$ cat src/rtl/clock_mode_defines.svh
`ifndef CLOCK_MODE_DEFINES_SVH
`define CLOCK_MODE_DEFINES_SVH
`define ADDR_CLOCK_CTRL_ZERO   8'h00
`define ADDR_CLOCK_CTRL_ONE    8'h04
`define ADDR_OSC_MONITOR_CTRL  8'h08
`define ADDR_PLL_CONTROL       8'h0C
`define ADDR_PROC_MODE_TWO     8'h10
`define ADDR_WRITE_PROTECT     8'h14
`define ADDR_MODE_STATUS       8'h18
`define BIT_PERIPH_OFF_WAIT    2
`define BIT_SUB_OSC_ENABLE     4
`define BIT_MAIN_OSC_STOP      5
`define BIT_DIV8_SELECT        6
`define BIT_SUB_CPU_SELECT     7
`define BIT_STOP_MODE_REQ      0
`define BIT_PLL_CPU_SELECT     1
`define BIT_CPU_DIV_LOW        6
`define BIT_CPU_DIV_HIGH       7
`define BIT_OSC_MON_ENABLE     0
`define BIT_ONCHIP_SELECT      1
`define BIT_OSC_FAIL_FLAG      2
`define BIT_MAIN_STOPPED       3
`define BIT_FAIL_RESP_SELECT   7
`define BIT_PLL_ENABLE_SELECT  7
`define BIT_CLOCK_LOCK         1
`define BIT_MODE_UNLOCK        1
`define RST_CLOCK_CTRL_ZERO    8'h48
`define RST_CLOCK_CTRL_ONE     8'h00
`define RST_OSC_MONITOR_CTRL   8'h00
`define RST_PLL_CONTROL        8'h00
`define CPU_DIV_NONE           2'h0
`define CPU_DIV_2              2'h1
`define CPU_DIV_4              2'h2
`define CPU_DIV_16             2'h3
`define CORE_CLK_MHZ           125
`define OSC_TIMEOUT_NS         1000
`define OSC_TIMEOUT_CYC        ((`OSC_TIMEOUT_NS * `CORE_CLK_MHZ) / 1000)
`endif

$ cat src/rtl/clock_mode_pkg.sv
package clock_mode_pkg;
    typedef enum logic [2:0] {HIGH_MID, LOW_SPEED, LOW_POWER, PLL_MODE, ONCHIP, ONCHIP_LP} clk_mode_t;
    typedef enum logic [1:0] {RUN_NORMAL, SLEEP_STOP, SLEEP_WAIT, OSC_HALT} sleep_state_t;
    typedef enum logic [1:0] {SRC_MAIN, SRC_PLL, SRC_SUB, SRC_ONCHIP} clk_src_t;
endpackage

$ cat src/rtl/osc_mon_if.sv
`timescale 1ns/10ps
interface osc_mon_if;
    logic enable;
    logic stop_evt;
    logic restart_evt;
    logic main_stopped;
    modport mon (input enable, output stop_evt, output restart_evt, output main_stopped);
    modport ctl (output enable, input stop_evt, input restart_evt, input main_stopped);
endinterface

$ cat src/rtl/clock_mode_ctrl.sv
`timescale 1ns/10ps
`include "clock_mode_defines.svh"
module clock_mode_ctrl (
    input  wire logic                    core_clk,
    input  wire logic                    rst_b,
    input  wire logic [7:0]              reg_addr,
    input  wire logic [7:0]              reg_wdata,
    input  wire logic                    reg_wr,
    input  wire logic                    reg_rd,
    output logic [7:0]                   reg_rdata,
    input  wire logic                    wait_instr,
    input  wire logic                    wake_irq,
    input  wire logic                    main_osc_input,
    output clock_mode_pkg::clk_src_t     cpu_clk_src,
    output logic                         cpu_clk_en,
    output logic                         cpu_sleep,
    output logic                         periph_clk_off,
    output logic                         main_osc_run,
    output logic                         sub_osc_run,
    output logic                         onchip_osc_run,
    output logic                         pll_run,
    output logic                         osc_fail_irq,
    output logic                         osc_fail_reset
);
    logic [7:0]                  cz_reg;
    logic [7:0]                  cz_next;
    logic [7:0]                  c1_reg;
    logic [7:0]                  c1_next;
    logic [7:0]                  mon_reg;
    logic [7:0]                  mon_next;
    logic [7:0]                  pll_reg;
    logic [7:0]                  pll_next;
    logic                        lock_reg;
    logic                        unlock_reg;
    logic [3:0]                  div_cnt_reg;
    logic [3:0]                  div_last;
    logic                        irq_reg;
    clock_mode_pkg::sleep_state_t sleep_reg;
    clock_mode_pkg::sleep_state_t sleep_next;
    clock_mode_pkg::clk_mode_t   mode;
    clock_mode_pkg::clk_src_t    src_reg;
    logic                        wr_cz;
    logic                        wr_c1;
    logic                        wr_mon;
    logic                        wr_pll;
    logic                        halt;
    logic                        stop_exit;
    osc_mon_if                   mon_if ();

    osc_stop_monitor u_monitor (
        .core_clk       (core_clk),
        .rst_b          (rst_b),
        .main_osc_input (main_osc_input),
        .mon            (mon_if.mon)
    );

    assign mon_if.enable = mon_reg[`BIT_OSC_MON_ENABLE];
    assign wr_cz  = reg_wr && (reg_addr == `ADDR_CLOCK_CTRL_ZERO);
    assign wr_c1  = reg_wr && (reg_addr == `ADDR_CLOCK_CTRL_ONE);
    assign wr_mon = reg_wr && (reg_addr == `ADDR_OSC_MONITOR_CTRL);
    assign wr_pll = reg_wr && (reg_addr == `ADDR_PLL_CONTROL);
    assign halt   = (sleep_reg == clock_mode_pkg::OSC_HALT);
    assign stop_exit = (sleep_reg == clock_mode_pkg::SLEEP_STOP) && wake_irq;

    // Operating mode from the selection bits
    always_comb
    begin
        if (cz_reg[`BIT_SUB_CPU_SELECT])
            mode = cz_reg[`BIT_MAIN_OSC_STOP] ? clock_mode_pkg::LOW_POWER : clock_mode_pkg::LOW_SPEED;
        else if (mon_reg[`BIT_ONCHIP_SELECT])
            mode = cz_reg[`BIT_MAIN_OSC_STOP] ? clock_mode_pkg::ONCHIP_LP : clock_mode_pkg::ONCHIP;
        else if (c1_reg[`BIT_PLL_CPU_SELECT] && pll_reg[`BIT_PLL_ENABLE_SELECT])
            mode = clock_mode_pkg::PLL_MODE;
        else
            mode = clock_mode_pkg::HIGH_MID;
    end

    // Accepted write values; refused fields keep their old value
    always_comb
    begin
        cz_next = cz_reg;
        if (wr_cz)
        begin
            cz_next[3:0] = {reg_wdata[3], cz_reg[2], reg_wdata[1:0]};
            cz_next[`BIT_DIV8_SELECT] = reg_wdata[`BIT_DIV8_SELECT];
            if (!lock_reg)
                cz_next[`BIT_PERIPH_OFF_WAIT] = reg_wdata[`BIT_PERIPH_OFF_WAIT];
            if (!(cz_reg[`BIT_SUB_CPU_SELECT] && !reg_wdata[`BIT_SUB_OSC_ENABLE]))
                cz_next[`BIT_SUB_OSC_ENABLE] = reg_wdata[`BIT_SUB_OSC_ENABLE];
            if (!lock_reg && reg_wdata[`BIT_MAIN_OSC_STOP] != cz_reg[`BIT_MAIN_OSC_STOP])
            begin
                if (reg_wdata[`BIT_MAIN_OSC_STOP] &&
                    (mode == clock_mode_pkg::LOW_SPEED || mode == clock_mode_pkg::ONCHIP))
                begin
                    cz_next[`BIT_MAIN_OSC_STOP] = 1'b1;
                    cz_next[`BIT_DIV8_SELECT]   = 1'b1;
                end
                else if (!reg_wdata[`BIT_MAIN_OSC_STOP] &&
                         (mode == clock_mode_pkg::LOW_POWER || mode == clock_mode_pkg::ONCHIP_LP))
                    cz_next[`BIT_MAIN_OSC_STOP] = 1'b0;
            end
            if (!lock_reg && reg_wdata[`BIT_SUB_CPU_SELECT] && mode == clock_mode_pkg::HIGH_MID &&
                cz_reg[`BIT_SUB_OSC_ENABLE])
                cz_next[`BIT_SUB_CPU_SELECT] = 1'b1;
            else if (!lock_reg && !reg_wdata[`BIT_SUB_CPU_SELECT] && mode == clock_mode_pkg::LOW_SPEED)
                cz_next[`BIT_SUB_CPU_SELECT] = 1'b0;
        end
        if (stop_exit)
            cz_next[`BIT_DIV8_SELECT] = 1'b1;
    end

    always_comb
    begin
        c1_next = c1_reg;
        if (wr_c1)
        begin
            c1_next[5:2] = reg_wdata[5:2];
            c1_next[`BIT_CPU_DIV_HIGH:`BIT_CPU_DIV_LOW] = reg_wdata[`BIT_CPU_DIV_HIGH:`BIT_CPU_DIV_LOW];
            if (!lock_reg && reg_wdata[`BIT_STOP_MODE_REQ] && mode != clock_mode_pkg::PLL_MODE)
                c1_next[`BIT_STOP_MODE_REQ] = 1'b1;
            if (!lock_reg && reg_wdata[`BIT_PLL_CPU_SELECT] && mode == clock_mode_pkg::HIGH_MID &&
                pll_reg[`BIT_PLL_ENABLE_SELECT])
                c1_next[`BIT_PLL_CPU_SELECT] = 1'b1;
            else if (!lock_reg && !reg_wdata[`BIT_PLL_CPU_SELECT])
                c1_next[`BIT_PLL_CPU_SELECT] = 1'b0;
        end
        if (stop_exit)
            c1_next[`BIT_STOP_MODE_REQ] = 1'b0;
    end

    always_comb
    begin
        mon_next = mon_reg;
        if (wr_mon)
        begin
            mon_next[6:4] = reg_wdata[6:4];
            mon_next[`BIT_FAIL_RESP_SELECT] = reg_wdata[`BIT_FAIL_RESP_SELECT];
            if (!lock_reg)
                mon_next[`BIT_OSC_MON_ENABLE] = reg_wdata[`BIT_OSC_MON_ENABLE];
            if (reg_wdata[`BIT_ONCHIP_SELECT] && mode == clock_mode_pkg::HIGH_MID)
                mon_next[`BIT_ONCHIP_SELECT] = 1'b1;
            else if (!reg_wdata[`BIT_ONCHIP_SELECT] && mode == clock_mode_pkg::ONCHIP)
                mon_next[`BIT_ONCHIP_SELECT] = 1'b0;
            if (!reg_wdata[`BIT_OSC_FAIL_FLAG])
                mon_next[`BIT_OSC_FAIL_FLAG] = 1'b0;
        end
        if (mon_if.stop_evt || mon_if.restart_evt)
            mon_next[`BIT_OSC_FAIL_FLAG] = 1'b1;
        mon_next[`BIT_MAIN_STOPPED] = mon_if.main_stopped;
    end

    always_comb
    begin
        pll_next = pll_reg;
        if (wr_pll && !lock_reg && !(c1_reg[`BIT_PLL_CPU_SELECT] && !reg_wdata[`BIT_PLL_ENABLE_SELECT]))
            pll_next = reg_wdata;
    end

    // Control registers; a reset-response halt reinitialises them
    always_ff @(posedge core_clk or negedge rst_b)
    begin
        if (!rst_b)
        begin
            cz_reg  <= `RST_CLOCK_CTRL_ZERO;
            c1_reg  <= `RST_CLOCK_CTRL_ONE;
            mon_reg <= `RST_OSC_MONITOR_CTRL;
            pll_reg <= `RST_PLL_CONTROL;
        end
        else if (halt)
        begin
            cz_reg  <= `RST_CLOCK_CTRL_ZERO;
            c1_reg  <= `RST_CLOCK_CTRL_ONE;
            mon_reg <= `RST_OSC_MONITOR_CTRL;
            pll_reg <= `RST_PLL_CONTROL;
        end
        else
        begin
            cz_reg  <= cz_next;
            c1_reg  <= c1_next;
            mon_reg <= mon_next;
            pll_reg <= pll_next;
        end
    end

    // Lock bit writable only while unlocked
    always_ff @(posedge core_clk or negedge rst_b)
    begin
        if (!rst_b)
        begin
            lock_reg   <= 1'b0;
            unlock_reg <= 1'b0;
        end
        else
        begin
            if (reg_wr && reg_addr == `ADDR_WRITE_PROTECT)
                unlock_reg <= reg_wdata[`BIT_MODE_UNLOCK];
            if (reg_wr && reg_addr == `ADDR_PROC_MODE_TWO && unlock_reg)
                lock_reg <= reg_wdata[`BIT_CLOCK_LOCK];
        end
    end

    // Sleep and halt sequencing
    always_comb
    begin
        sleep_next = sleep_reg;
        case (sleep_reg)
            clock_mode_pkg::RUN_NORMAL:
            begin
                if (c1_next[`BIT_STOP_MODE_REQ] && !c1_reg[`BIT_STOP_MODE_REQ])
                    sleep_next = clock_mode_pkg::SLEEP_STOP;
                else if (wait_instr && mode != clock_mode_pkg::PLL_MODE)
                    sleep_next = clock_mode_pkg::SLEEP_WAIT;
            end
            clock_mode_pkg::SLEEP_STOP,
            clock_mode_pkg::SLEEP_WAIT:
            begin
                if (wake_irq)
                    sleep_next = clock_mode_pkg::RUN_NORMAL;
            end
            clock_mode_pkg::OSC_HALT:
                sleep_next = clock_mode_pkg::OSC_HALT;
            default:
                sleep_next = clock_mode_pkg::RUN_NORMAL;
        endcase
        if (mon_if.stop_evt && !mon_reg[`BIT_FAIL_RESP_SELECT] && !mon_reg[`BIT_OSC_FAIL_FLAG])
            sleep_next = clock_mode_pkg::OSC_HALT;
    end

    always_ff @(posedge core_clk or negedge rst_b)
    begin
        if (!rst_b)
            sleep_reg <= clock_mode_pkg::RUN_NORMAL;
        else
            sleep_reg <= sleep_next;
    end

    // Interrupt request on detection with interrupt response
    always_ff @(posedge core_clk or negedge rst_b)
    begin
        if (!rst_b)
            irq_reg <= 1'b0;
        else
            irq_reg <= (mon_if.stop_evt || mon_if.restart_evt) && mon_reg[`BIT_FAIL_RESP_SELECT] &&
                       !mon_reg[`BIT_OSC_FAIL_FLAG];
    end

    // CPU source; after stop the divide-by-8 path applies for every source, sub included
    always_ff @(posedge core_clk or negedge rst_b)
    begin
        if (!rst_b)
            src_reg <= clock_mode_pkg::SRC_MAIN;
        else if (cz_reg[`BIT_SUB_CPU_SELECT])
            src_reg <= clock_mode_pkg::SRC_SUB;
        else if (mon_reg[`BIT_ONCHIP_SELECT])
            src_reg <= clock_mode_pkg::SRC_ONCHIP;
        else if (mode == clock_mode_pkg::PLL_MODE)
            src_reg <= clock_mode_pkg::SRC_PLL;
        else
            src_reg <= clock_mode_pkg::SRC_MAIN;
    end

    // Divider: one enable pulse every N cycles
    always_comb
    begin
        if (cz_reg[`BIT_DIV8_SELECT])
            div_last = 4'h7;
        else
            case (c1_reg[`BIT_CPU_DIV_HIGH:`BIT_CPU_DIV_LOW])
                `CPU_DIV_NONE: div_last = 4'h0;
                `CPU_DIV_2:    div_last = 4'h1;
                `CPU_DIV_4:    div_last = 4'h3;
                `CPU_DIV_16:   div_last = 4'hF;
                default:       div_last = 4'h0;
            endcase
    end

    always_ff @(posedge core_clk or negedge rst_b)
    begin
        if (!rst_b)
        begin
            div_cnt_reg <= 4'h0;
            cpu_clk_en  <= 1'b0;
        end
        else if (sleep_reg != clock_mode_pkg::RUN_NORMAL)
        begin
            div_cnt_reg <= 4'h0;
            cpu_clk_en  <= 1'b0;
        end
        else
        begin
            cpu_clk_en  <= (div_cnt_reg == 4'h0);
            div_cnt_reg <= (div_cnt_reg >= div_last) ? 4'h0 : div_cnt_reg + 4'h1;
        end
    end

    // Register read, data one cycle later
    always_ff @(posedge core_clk or negedge rst_b)
    begin
        if (!rst_b)
            reg_rdata <= 8'h00;
        else if (reg_rd)
            case (reg_addr)
                `ADDR_CLOCK_CTRL_ZERO:  reg_rdata <= cz_reg;
                `ADDR_CLOCK_CTRL_ONE:   reg_rdata <= c1_reg;
                `ADDR_OSC_MONITOR_CTRL: reg_rdata <= mon_reg;
                `ADDR_PLL_CONTROL:      reg_rdata <= pll_reg;
                `ADDR_PROC_MODE_TWO:    reg_rdata <= {6'h00, lock_reg, 1'b0};
                `ADDR_WRITE_PROTECT:    reg_rdata <= {6'h00, unlock_reg, 1'b0};
                `ADDR_MODE_STATUS:      reg_rdata <= {1'b0, sleep_reg, mode, src_reg};
                default:                reg_rdata <= 8'h00;
            endcase
    end

    assign cpu_clk_src    = src_reg;
    assign cpu_sleep      = (sleep_reg != clock_mode_pkg::RUN_NORMAL);
    assign periph_clk_off = (sleep_reg == clock_mode_pkg::SLEEP_WAIT) && cz_reg[`BIT_PERIPH_OFF_WAIT];
    assign main_osc_run   = !cz_reg[`BIT_MAIN_OSC_STOP] && (sleep_reg != clock_mode_pkg::SLEEP_STOP);
    assign sub_osc_run    = cz_reg[`BIT_SUB_OSC_ENABLE];
    assign onchip_osc_run = mon_reg[`BIT_ONCHIP_SELECT] || mon_reg[`BIT_OSC_MON_ENABLE];
    assign pll_run        = pll_reg[`BIT_PLL_ENABLE_SELECT];
    assign osc_fail_irq   = irq_reg;
    assign osc_fail_reset = halt;
endmodule // clock_mode_ctrl

$ cat src/rtl/osc_stop_monitor.sv
`timescale 1ns/10ps
`include "clock_mode_defines.svh"
module osc_stop_monitor (
    input  wire logic core_clk,
    input  wire logic rst_b,
    input  wire logic main_osc_input,
    osc_mon_if.mon    mon
);
    logic       sync1_reg;
    logic       sync2_reg;
    logic       sync3_reg;
    logic [7:0] idle_reg;
    logic       stopped_reg;
    logic       stop_evt_reg;
    logic       restart_evt_reg;
    logic       edge_seen;

    always_ff @(posedge core_clk or negedge rst_b)
    begin
        if (!rst_b)
        begin
            sync1_reg <= 1'b0;
            sync2_reg <= 1'b0;
            sync3_reg <= 1'b0;
        end
        else
        begin
            sync1_reg <= main_osc_input;
            sync2_reg <= sync1_reg;
            sync3_reg <= sync2_reg;
        end
    end

    assign edge_seen = sync2_reg ^ sync3_reg;

    // Oscillator judged stopped after a full timeout with no edge
    always_ff @(posedge core_clk or negedge rst_b)
    begin
        if (!rst_b)
        begin
            idle_reg    <= 8'h00;
            stopped_reg <= 1'b0;
        end
        else if (edge_seen)
        begin
            idle_reg    <= 8'h00;
            stopped_reg <= 1'b0;
        end
        else if (idle_reg == 8'(`OSC_TIMEOUT_CYC - 1))
            stopped_reg <= 1'b1;
        else
            idle_reg <= idle_reg + 8'h01;
    end

    // Events only while enabled
    always_ff @(posedge core_clk or negedge rst_b)
    begin
        if (!rst_b)
        begin
            stop_evt_reg    <= 1'b0;
            restart_evt_reg <= 1'b0;
        end
        else
        begin
            stop_evt_reg    <= mon.enable && !stopped_reg && (idle_reg == 8'(`OSC_TIMEOUT_CYC - 1)) && !edge_seen;
            restart_evt_reg <= mon.enable && stopped_reg && edge_seen;
        end
    end

    assign mon.stop_evt     = stop_evt_reg;
    assign mon.restart_evt  = restart_evt_reg;
    assign mon.main_stopped = stopped_reg;
endmodule // osc_stop_monitor

$ cat config.mk
export PLATFORM = sky130hd
export DESIGN_NAME = clock_mode_ctrl
export DESIGN_NICKNAME = d
export VERILOG_FILES = /design/src/rtl/clock_mode_pkg.sv /design/src/rtl/osc_mon_if.sv /design/src/rtl/clock_mode_ctrl.sv /design/src/rtl/osc_stop_monitor.sv
export VERILOG_INCLUDE_DIRS = /design/src /design/src/rtl
export SDC_FILE = /design/constraint.sdc
export NUM_CORES = 1
export LEC_CHECK = 0
export BUFFER_PORTS_ARGS = -buffer_cell sky130_fd_sc_hd__buf_2
export CAP_MARGIN = 10
export CELL_PAD_IN_SITES_DETAIL_PLACEMENT = 1
export CELL_PAD_IN_SITES_GLOBAL_PLACEMENT = 1
export CORE_ASPECT_RATIO = 0.7
export CORE_MARGIN = 2
export CORE_UTILIZATION = 50
export CTS_BUF_LIST = sky130_fd_sc_hd__clkbuf_8
export DETAILED_ROUTE_END_ITERATION = 12
export GPL_TIMING_DRIVEN = 0
export PLACE_DENSITY_LB_ADDON = 0.1
export SLEW_MARGIN = 10
export SYNTH_ARGS = -nofsm -noshare
export SYNTH_HDL_FRONTEND = slang
export SYNTH_SLANG_ARGS = --single-unit
$ cat constraint.sdc
create_clock -name core_clk -period 6 [get_ports core_clk]
set_input_delay 0.3 -clock core_clk [delete_from_list [all_inputs] [get_ports core_clk]]
set_output_delay 0.3 -clock core_clk [all_outputs]
set_load 0.02 [all_outputs]
==> key figures, run 1 <==
Detailed routing
  • First drt pass iteration count: 4
  • Via density: 5.988
  • Drc violations: 0
  • DRT Wirelength: 10.47 mm
  • Routed vias: 3024
  • DR iter-0 viols: 162
  • Routed WL per cell: 20.72 um
  • Antenna Violating Nets Remaining: 0

Global route
  • GRT Overall Usage: between 20% and 30%
  • Total gr overflow: 0
  • First-pass GRT wire length: 16.99 mm
  • Vias in the first global route: 3191
  • Initial antenna violation count: 0
  • Largest net degree at the start of global routing: 63

Synth
  • Flops & latches, synth: between 60 and 70
  • Area share of fa/ha/maj cells after synthesis: 4.661%
  • Largest area contributor in the netlist: dfrtp_1
  • Main combinational cell family by area after synthesis: simple AND/OR/NAND/NOR gates
  • Compound-Gate Fraction of Synth Area: 14.63%
  • Syn_area_per_cell: 9.886 um2
  • Post-synth top area share: 45.89%
  • Post-synth EDFFs: 0
  • Yosys warning total: 0
  • Syn Nets: 389
  • Simple logic cell fraction of the synthesized area: 18.18%
  • Post-synth ARST share: 100.0%
  • Mapped cell area: 3490 um2
  • Register area share after synthesis: a little under half
  • Synth area leaders: dfrtp_1, mux2i_1, ha_1, nor2_1, a21oi_1
  • Mux share of post-synthesis cell area: slightly below 9%
  • Synth Flop Type: dfrtp_1
  • Netlist cell types: between 50 and 60
  • Post-Synthesis Cells: roughly 350
  • Synthesized-area fraction occupied by xor and xnor cells: 1.757%

Critical path
  • Worst reg2reg setup slack: 3.76 ns
  • CP Cell Sequence: buf_2 > or4_4 > nand2b_4 > buf_6 > a2111oi_4 > mux2i_1 > nor2_1
  • R2r endpoint: div_cnt_reg[2]$_DFF_PN0_
  • CP Launch Type: primary input
  • Bufs and invs on worst path: 2
  • WP data required: 6.20 ns
  • CP delay by family, top: compound AO/OA/AOI/OAI gates
  • FF-to-FF path depth: 7
  • Critical path class: primary input to register
  • Element type at the critical path end: register
  • CP arrival: roughly 2.5 ns
  • Worst r2r src: c1_reg[7]$_DFFE_PN0P_
  • Slowest cell on crit path: a2111oi_4
  • CP max stage delay: 0.86 ns
  • CP Max Fanout: 8

STA
  • Worst hold slack: between 0.05 and 0.06 ns
  • Achievable frequency: 0.4356 GHz
  • Setup TNS: 0 ns
  • Final setup fails: 0
  • Tcrit/Tclk final: 38.26%
  • Minimum clock period: 2.296 ns
  • Max-slew violation count: 0
  • Clock Skews: 0.007129 ns
  • RSZ-0062 raised after global routing: false
  • Slew margin rel.: 26.39%
  • Worst Tran Pin Value: 1.095 ns
  • Final Hold Viols: 0

Placed design
  • DP HPWL: 7.378 mm
  • Port buffer count: 40
  • RD Place Congestion: 0.8560

Min path
  • Hold path cells: 1
  • Hold wc startpoint: main_osc_input
  • Hold crit path type: primary input to register
  • Hold Path End: u_monitor.sync1_reg$_DFF_PN0_

Floorplan
  • Boundary pin count: 42
  • Die width: 103.9 um
  • Chip height: about 74 um
  • Core area: 6756 um2
  • # rows: 25
  • Initial core utilization: 51.65%
  • Die ar.: ~7700 um2

Outcome
  • Status: finished, final reports clean

Final layout
  • Most frequent cells in the layout: dfrtp_1, nor2_1, buf_2, a21oi_1, nand2_1
  • Fin nets: 442
  • Synthesis-to-finish area growth: 17.46%
  • Filler Cell Count: 791
  • Share of layout cells above drive strength 1: 18.49%
  • ANT cells: 0
  • Most common cell after layout, fill and taps aside: dfrtp_1

CTS
  • Clk sinks: 66
  • Num CTS Buffers: 9
  • CTS tree: done
  • Reg clk slew, reported paths: approximately 0.080 ns
  • H-tree levels: 3
  • Clk root buf: clkbuf_8
  • Resized cells post-CTS: 0
  • Postcts setup bufs: 0
  • CTS max path bufs: 2
  • Clk_lat worst skew: 0.35 ns

Power and ir drop
  • Power Density: about 300 nW/um2
  • Peak VDD IR: 0.1423 mV
  • Leak pwr: between 1.5 and 2 nW
  • Total Power: 1.226 mW

Run
  • Maxcap violations: 0
[cell families (layout without fill, tap and decap cells)]
| kind of cell | after synthesis | count (layout) |
|---|---|---|
| mux | 29 | 29 |
| flops | 66 | 66 |
| fa+ha+maj | 13 | 13 |
| buf+inv | 40 | 98 |
| xor+xnor | 7 | 7 |
| compound gates | 74 | 74 |
| simple gates | 124 | 124 |
[worst max path at each step]
stage               depth (start not counted)        start                     end
CTS                                         7  reg_addr[4]  pll_reg[3]$_DFFE_PN0P_
finish                                      7  reg_addr[4]  pll_reg[3]$_DFFE_PN0P_
detailed placement                          7  reg_addr[5]  pll_reg[3]$_DFFE_PN0P_
global placement                            7  reg_addr[4]  pll_reg[3]$_DFFE_PN0P_
global route                                7  reg_addr[4]  pll_reg[1]$_DFFE_PN0P_
floorplan                                   6  reg_addr[5]  pll_reg[7]$_DFFE_PN0P_
[cell usage after synthesis, drive strengths merged, types with 2 or more instances]
library cell  number
mux2               5
mux2i             23
nand4              5
a2bb2oi            2
ha                13
a41oi              2
a22oi              4
xnor2              3
o22a               5
or3                3
buf                5
o41ai              2
o32a               2
o22ai              6
o32ai              2
nand2b             3
a21oi             25
a21o               2
nor2b              4
o211ai             2
xor2               4
a31oi              3
dfrtp             64
nor3              10
a211o              2
nor3b              3
clkbuf            11
nor4b              3
a211oi             2
or2                2
o21ai              8
dfstp              2
or4                3
nand3b             2
nand2             25
inv               24
or3b               3
nor2              40
nand3             14
[repair_timing]
action	4_1_cts	5_1_grt
endpoints found under the setup margin	0	0
hold endpoints to repair	4	0
hold buffers	1	0
[routing by layer]
layer  up-vias  global-route usage (%)  share of wire [%]
met1      1526                   38.10                 45
li1       1366                       -                  -
met4         0                   11.41                2.5
met5         -                       0                  0
met2       104                   48.61                 46
met3        28                   8.341                6.4
[stage by stage]
stage	instances	setup WS, ns	util, %	area, um2
floorplan	353	3.846	-	3490
global placement	487	3.448	56.35	3807
detailed placement	488	3.389	56.80	3837
CTS	505	3.749	60.67	4099
global route	505	3.672	60.67	4099
finish	505	3.704	60.67	4099
[cell type report]
cell class | count | area, um2 | share of cell area (%)
Buffer | 16 | 67.56 | 1.648
Sequential cell | 66 | 1654 | 40.35
Inverter | 24 | 90.09 | 2.198
Timing Repair Buffer | 42 | 240.2 | 5.861
Tap cell | 94 | 117.6 | 2.869
Clock buffer | 10 | 137.6 | 3.358
Clock inverter | 6 | 113.9 | 2.778
Multi-Input combinational cell | 247 | 1678 | 40.93
[where the power goes]
| group | switching (mW) | internal [mW] |
|---|---|---|
| sequential | 0.0279 | 0.469 |
| clock | 0.182 | 0.288 |
| combinational | 0.168 | 0.0904 |
No activity file was read; power rests on OpenSTA's default activity.
==> run 2: changes to the inputs <==
- CORE_UTILIZATION: 50 -> 47
- clock period: 6 -> 2.2 ns (I/O delays scaled with it)
==> run 2 against run 1 <==
Effect of this change: critical path depth decreased by 3; clock power increased to 2.5 times the previous value; via count shrank 0.30%; worst hold slack worse by 0.028 ns; flip-flop and latch count did not move; routed wire length down 2.2%; critical path type is now register to register; largest cell class unchanged; largest power group unchanged.
==> key figures, run 2 (same netlist as run 1, synthesis figures left out) <==
Global route
  • Vias in the first global route: about 3200
  • First-pass GRT wire length: 16.39 mm
  • GRT Overall Usage: 26.51%
  • Largest net degree at the start of global routing: 56
  • Total gr overflow: 0
  • Initial antenna violation count: 0

Critical path
  • Levels on crit path: 4
  • CP Max Fanout: 7
  • Slowest cell on crit path: or3b_2
  • CP arrival: ~2.4 ns
  • Critical path startpoint: lock_reg$_DFFE_PN0P_
  • FF-to-FF path depth: 4
  • CP max stage delay: 0.57 ns
  • WP data required: about 2.5 ns
  • Bufs and invs on worst path: 0
  • CP delay by family, top: simple AND/OR/NAND/NOR gates
  • CP Launch Type: register
  • Worst reg2reg setup slack: 0.08 ns
  • Setup crit end: cz_reg[7]$_DFFE_PN0P_
  • Element type at the critical path end: register
  • R2r endpoint: cz_reg[7]$_DFFE_PN0P_
  • CP Cell Sequence: or3b_2 > nor3_1 > a41oi_1 > a211oi_1
  • Worst r2r src: lock_reg$_DFFE_PN0P_
  • Critical path class: register to register

Placed design
  • Cell Area, Placed: 3842 um2
  • RD Place Congestion: 0.8181
  • DP HPWL: roughly 7.3 mm
  • Pre-CTS WS: -0.2059 ns
  • Port buffer count: 40
  • Placed cells: 492

Floorplan
  • # rows: 26
  • Die ar.: 8141 um2
  • Initial core utilization: 48.10%
  • Core area: 7254 um2
  • Boundary pin count: 42
  • Chip height: 76.09 um
  • Die width: 107.0 um

Power and ir drop
  • Power Density: roughly 780 nW/um2
  • Leak pwr: approximately 1.9 nW
  • Peak VDD IR: 0.3975 mV
  • Total Power: between 3 and 4 mW

Final layout
  • Fin nets: around 450
  • Most common cell after layout, fill and taps aside: dfrtp_1
  • Synthesis-to-finish area growth: 18.32%
  • ANT cells: 0
  • Share of layout cells above drive strength 1: 20.24%
  • Finished Layout Cells: just over 500
  • Most frequent cells in the layout: dfrtp_1, nor2_1, buf_2, a21oi_1, nand2_1
  • Final Cell Area: around 4100 um2

STA
  • Minimum clock period: 2.124 ns
  • Worst Tran Pin Value: about 1.1 ns
  • Clock Skews: 0.01050 ns
  • Achievable frequency: between 0.4 and 0.5 GHz
  • Final Hold Viols: 0
  • Worst hold slack: around 0.023 ns
  • Tcrit/Tclk final: 96.53%
  • Setup ws final: 0.07641 ns
  • Slew margin rel.: a little under a quarter
  • Final setup fails: 0
  • Max-slew violation count: 0

Detailed routing
  • Routed WL per cell: 19.95 um
  • Routed vias: around 3000
  • Via density: 5.877
  • DR iter-0 viols: 116
  • Antenna Violating Nets Remaining: 0
  • Drc violations: 0
  • First drt pass iteration count: 4
  • DRT Wirelength: 10.24 mm

Run
  • Maxcap violations: 0

CTS
  • Clk_lat worst skew: approximately 0.36 ns
  • Reg clk slew, reported paths: 0.08 ns
  • Clk sinks: between 60 and 70
  • Clk root buf: clkbuf_8
  • CTS tree: done
  • CTS max path bufs: 2
  • Num CTS Buffers: 9
  • H-tree levels: 3

Min path
  • Hold crit path type: primary input to register

Outcome
  • Status: finished, final reports clean
## run 2: changes by cell type in the layout (fill, tap and decap cells not counted), moves of 2 or more
cell	previous run	this run
dfrtp_2	0	2
buf_4	1	4
inv_6	0	2
dfrtp_1	64	62
## run 2: stage by stage
step                      setup TNS [ns]  utilization [%]
after floorplan                        0                -
after global placement            -1.255            52.55
after detailed placement          -1.623            52.97
after CTS                              0            56.36
after global routing           -0.001763            56.92
final                                  0            56.92
## run 2: metal layers
layer,vias to the layer above,wire (um),GRT usage (%)
met5,-,0,0
met4,0,238,9.481
met3,23,748,8.469
met2,98,4604,40.83
met1,1519,4643,35.27
li1,1375,-,-
## run 2: layout make-up
cell class | count | area [um2]
Sequential cell | 66 | 1657
Clock inverter | 7 | 101.3
Clock buffer | 9 | 123.9
Multi-Input combinational cell | 247 | 1694
Tap cell | 98 | 122.6
Timing Repair Buffer | 46 | 272.8
Buffer | 16 | 67.56
Fill cell | 826 | 3126
Inverter | 24 | 90.09
## run 2: how the worst min path moves through the flow
stage / start / end / slack [ns] / depth (start not counted)
final: reg_wdata[3] / c1_reg[3]$_DFFE_PN0P_ / 0.02 / 3
after global routing: reg_wdata[3] / c1_reg[3]$_DFFE_PN0P_ / 0.02 / 3
after CTS: reg_wdata[3] / c1_reg[3]$_DFFE_PN0P_ / 0.02 / 3
after detailed placement: rst_b / osc_fail_irq$_DFF_PN0_ / -0.02 / 1
after global placement: main_osc_input / u_monitor.sync1_reg$_DFF_PN0_ / 0.22 / 1
after floorplan: rst_b / c1_reg[0]$_DFF_PN0_ / -0.19 / 0
## run 2: timing repair
| action | in CTS | in global routing |
|---|---|---|
| hold endpoints to repair | 65 | 0 |
| buffers inserted | 0 | 3 |
| hold buffers | 2 | 0 |
| setup endpoints to repair | 1 | 6 |
| gates resized for setup | 1 | 4 |
| cloned | 0 | 0 |
| pin swaps | 0 | 2 |
## run 2: where the power goes
group	internal (mW)	switching, mW
clock	0.647	0.528
sequential	1.28	0.0723
combinational	0.250	0.455
total	2.18	1.06
## run 2: tightest hold or removal path, delay by kind of cell
family	cells	cell delay [ns]
AO/OA/AOI/OAI	1	0.05
buffers and inverters	1	0.12
AND/OR/NAND/NOR	1	0.06
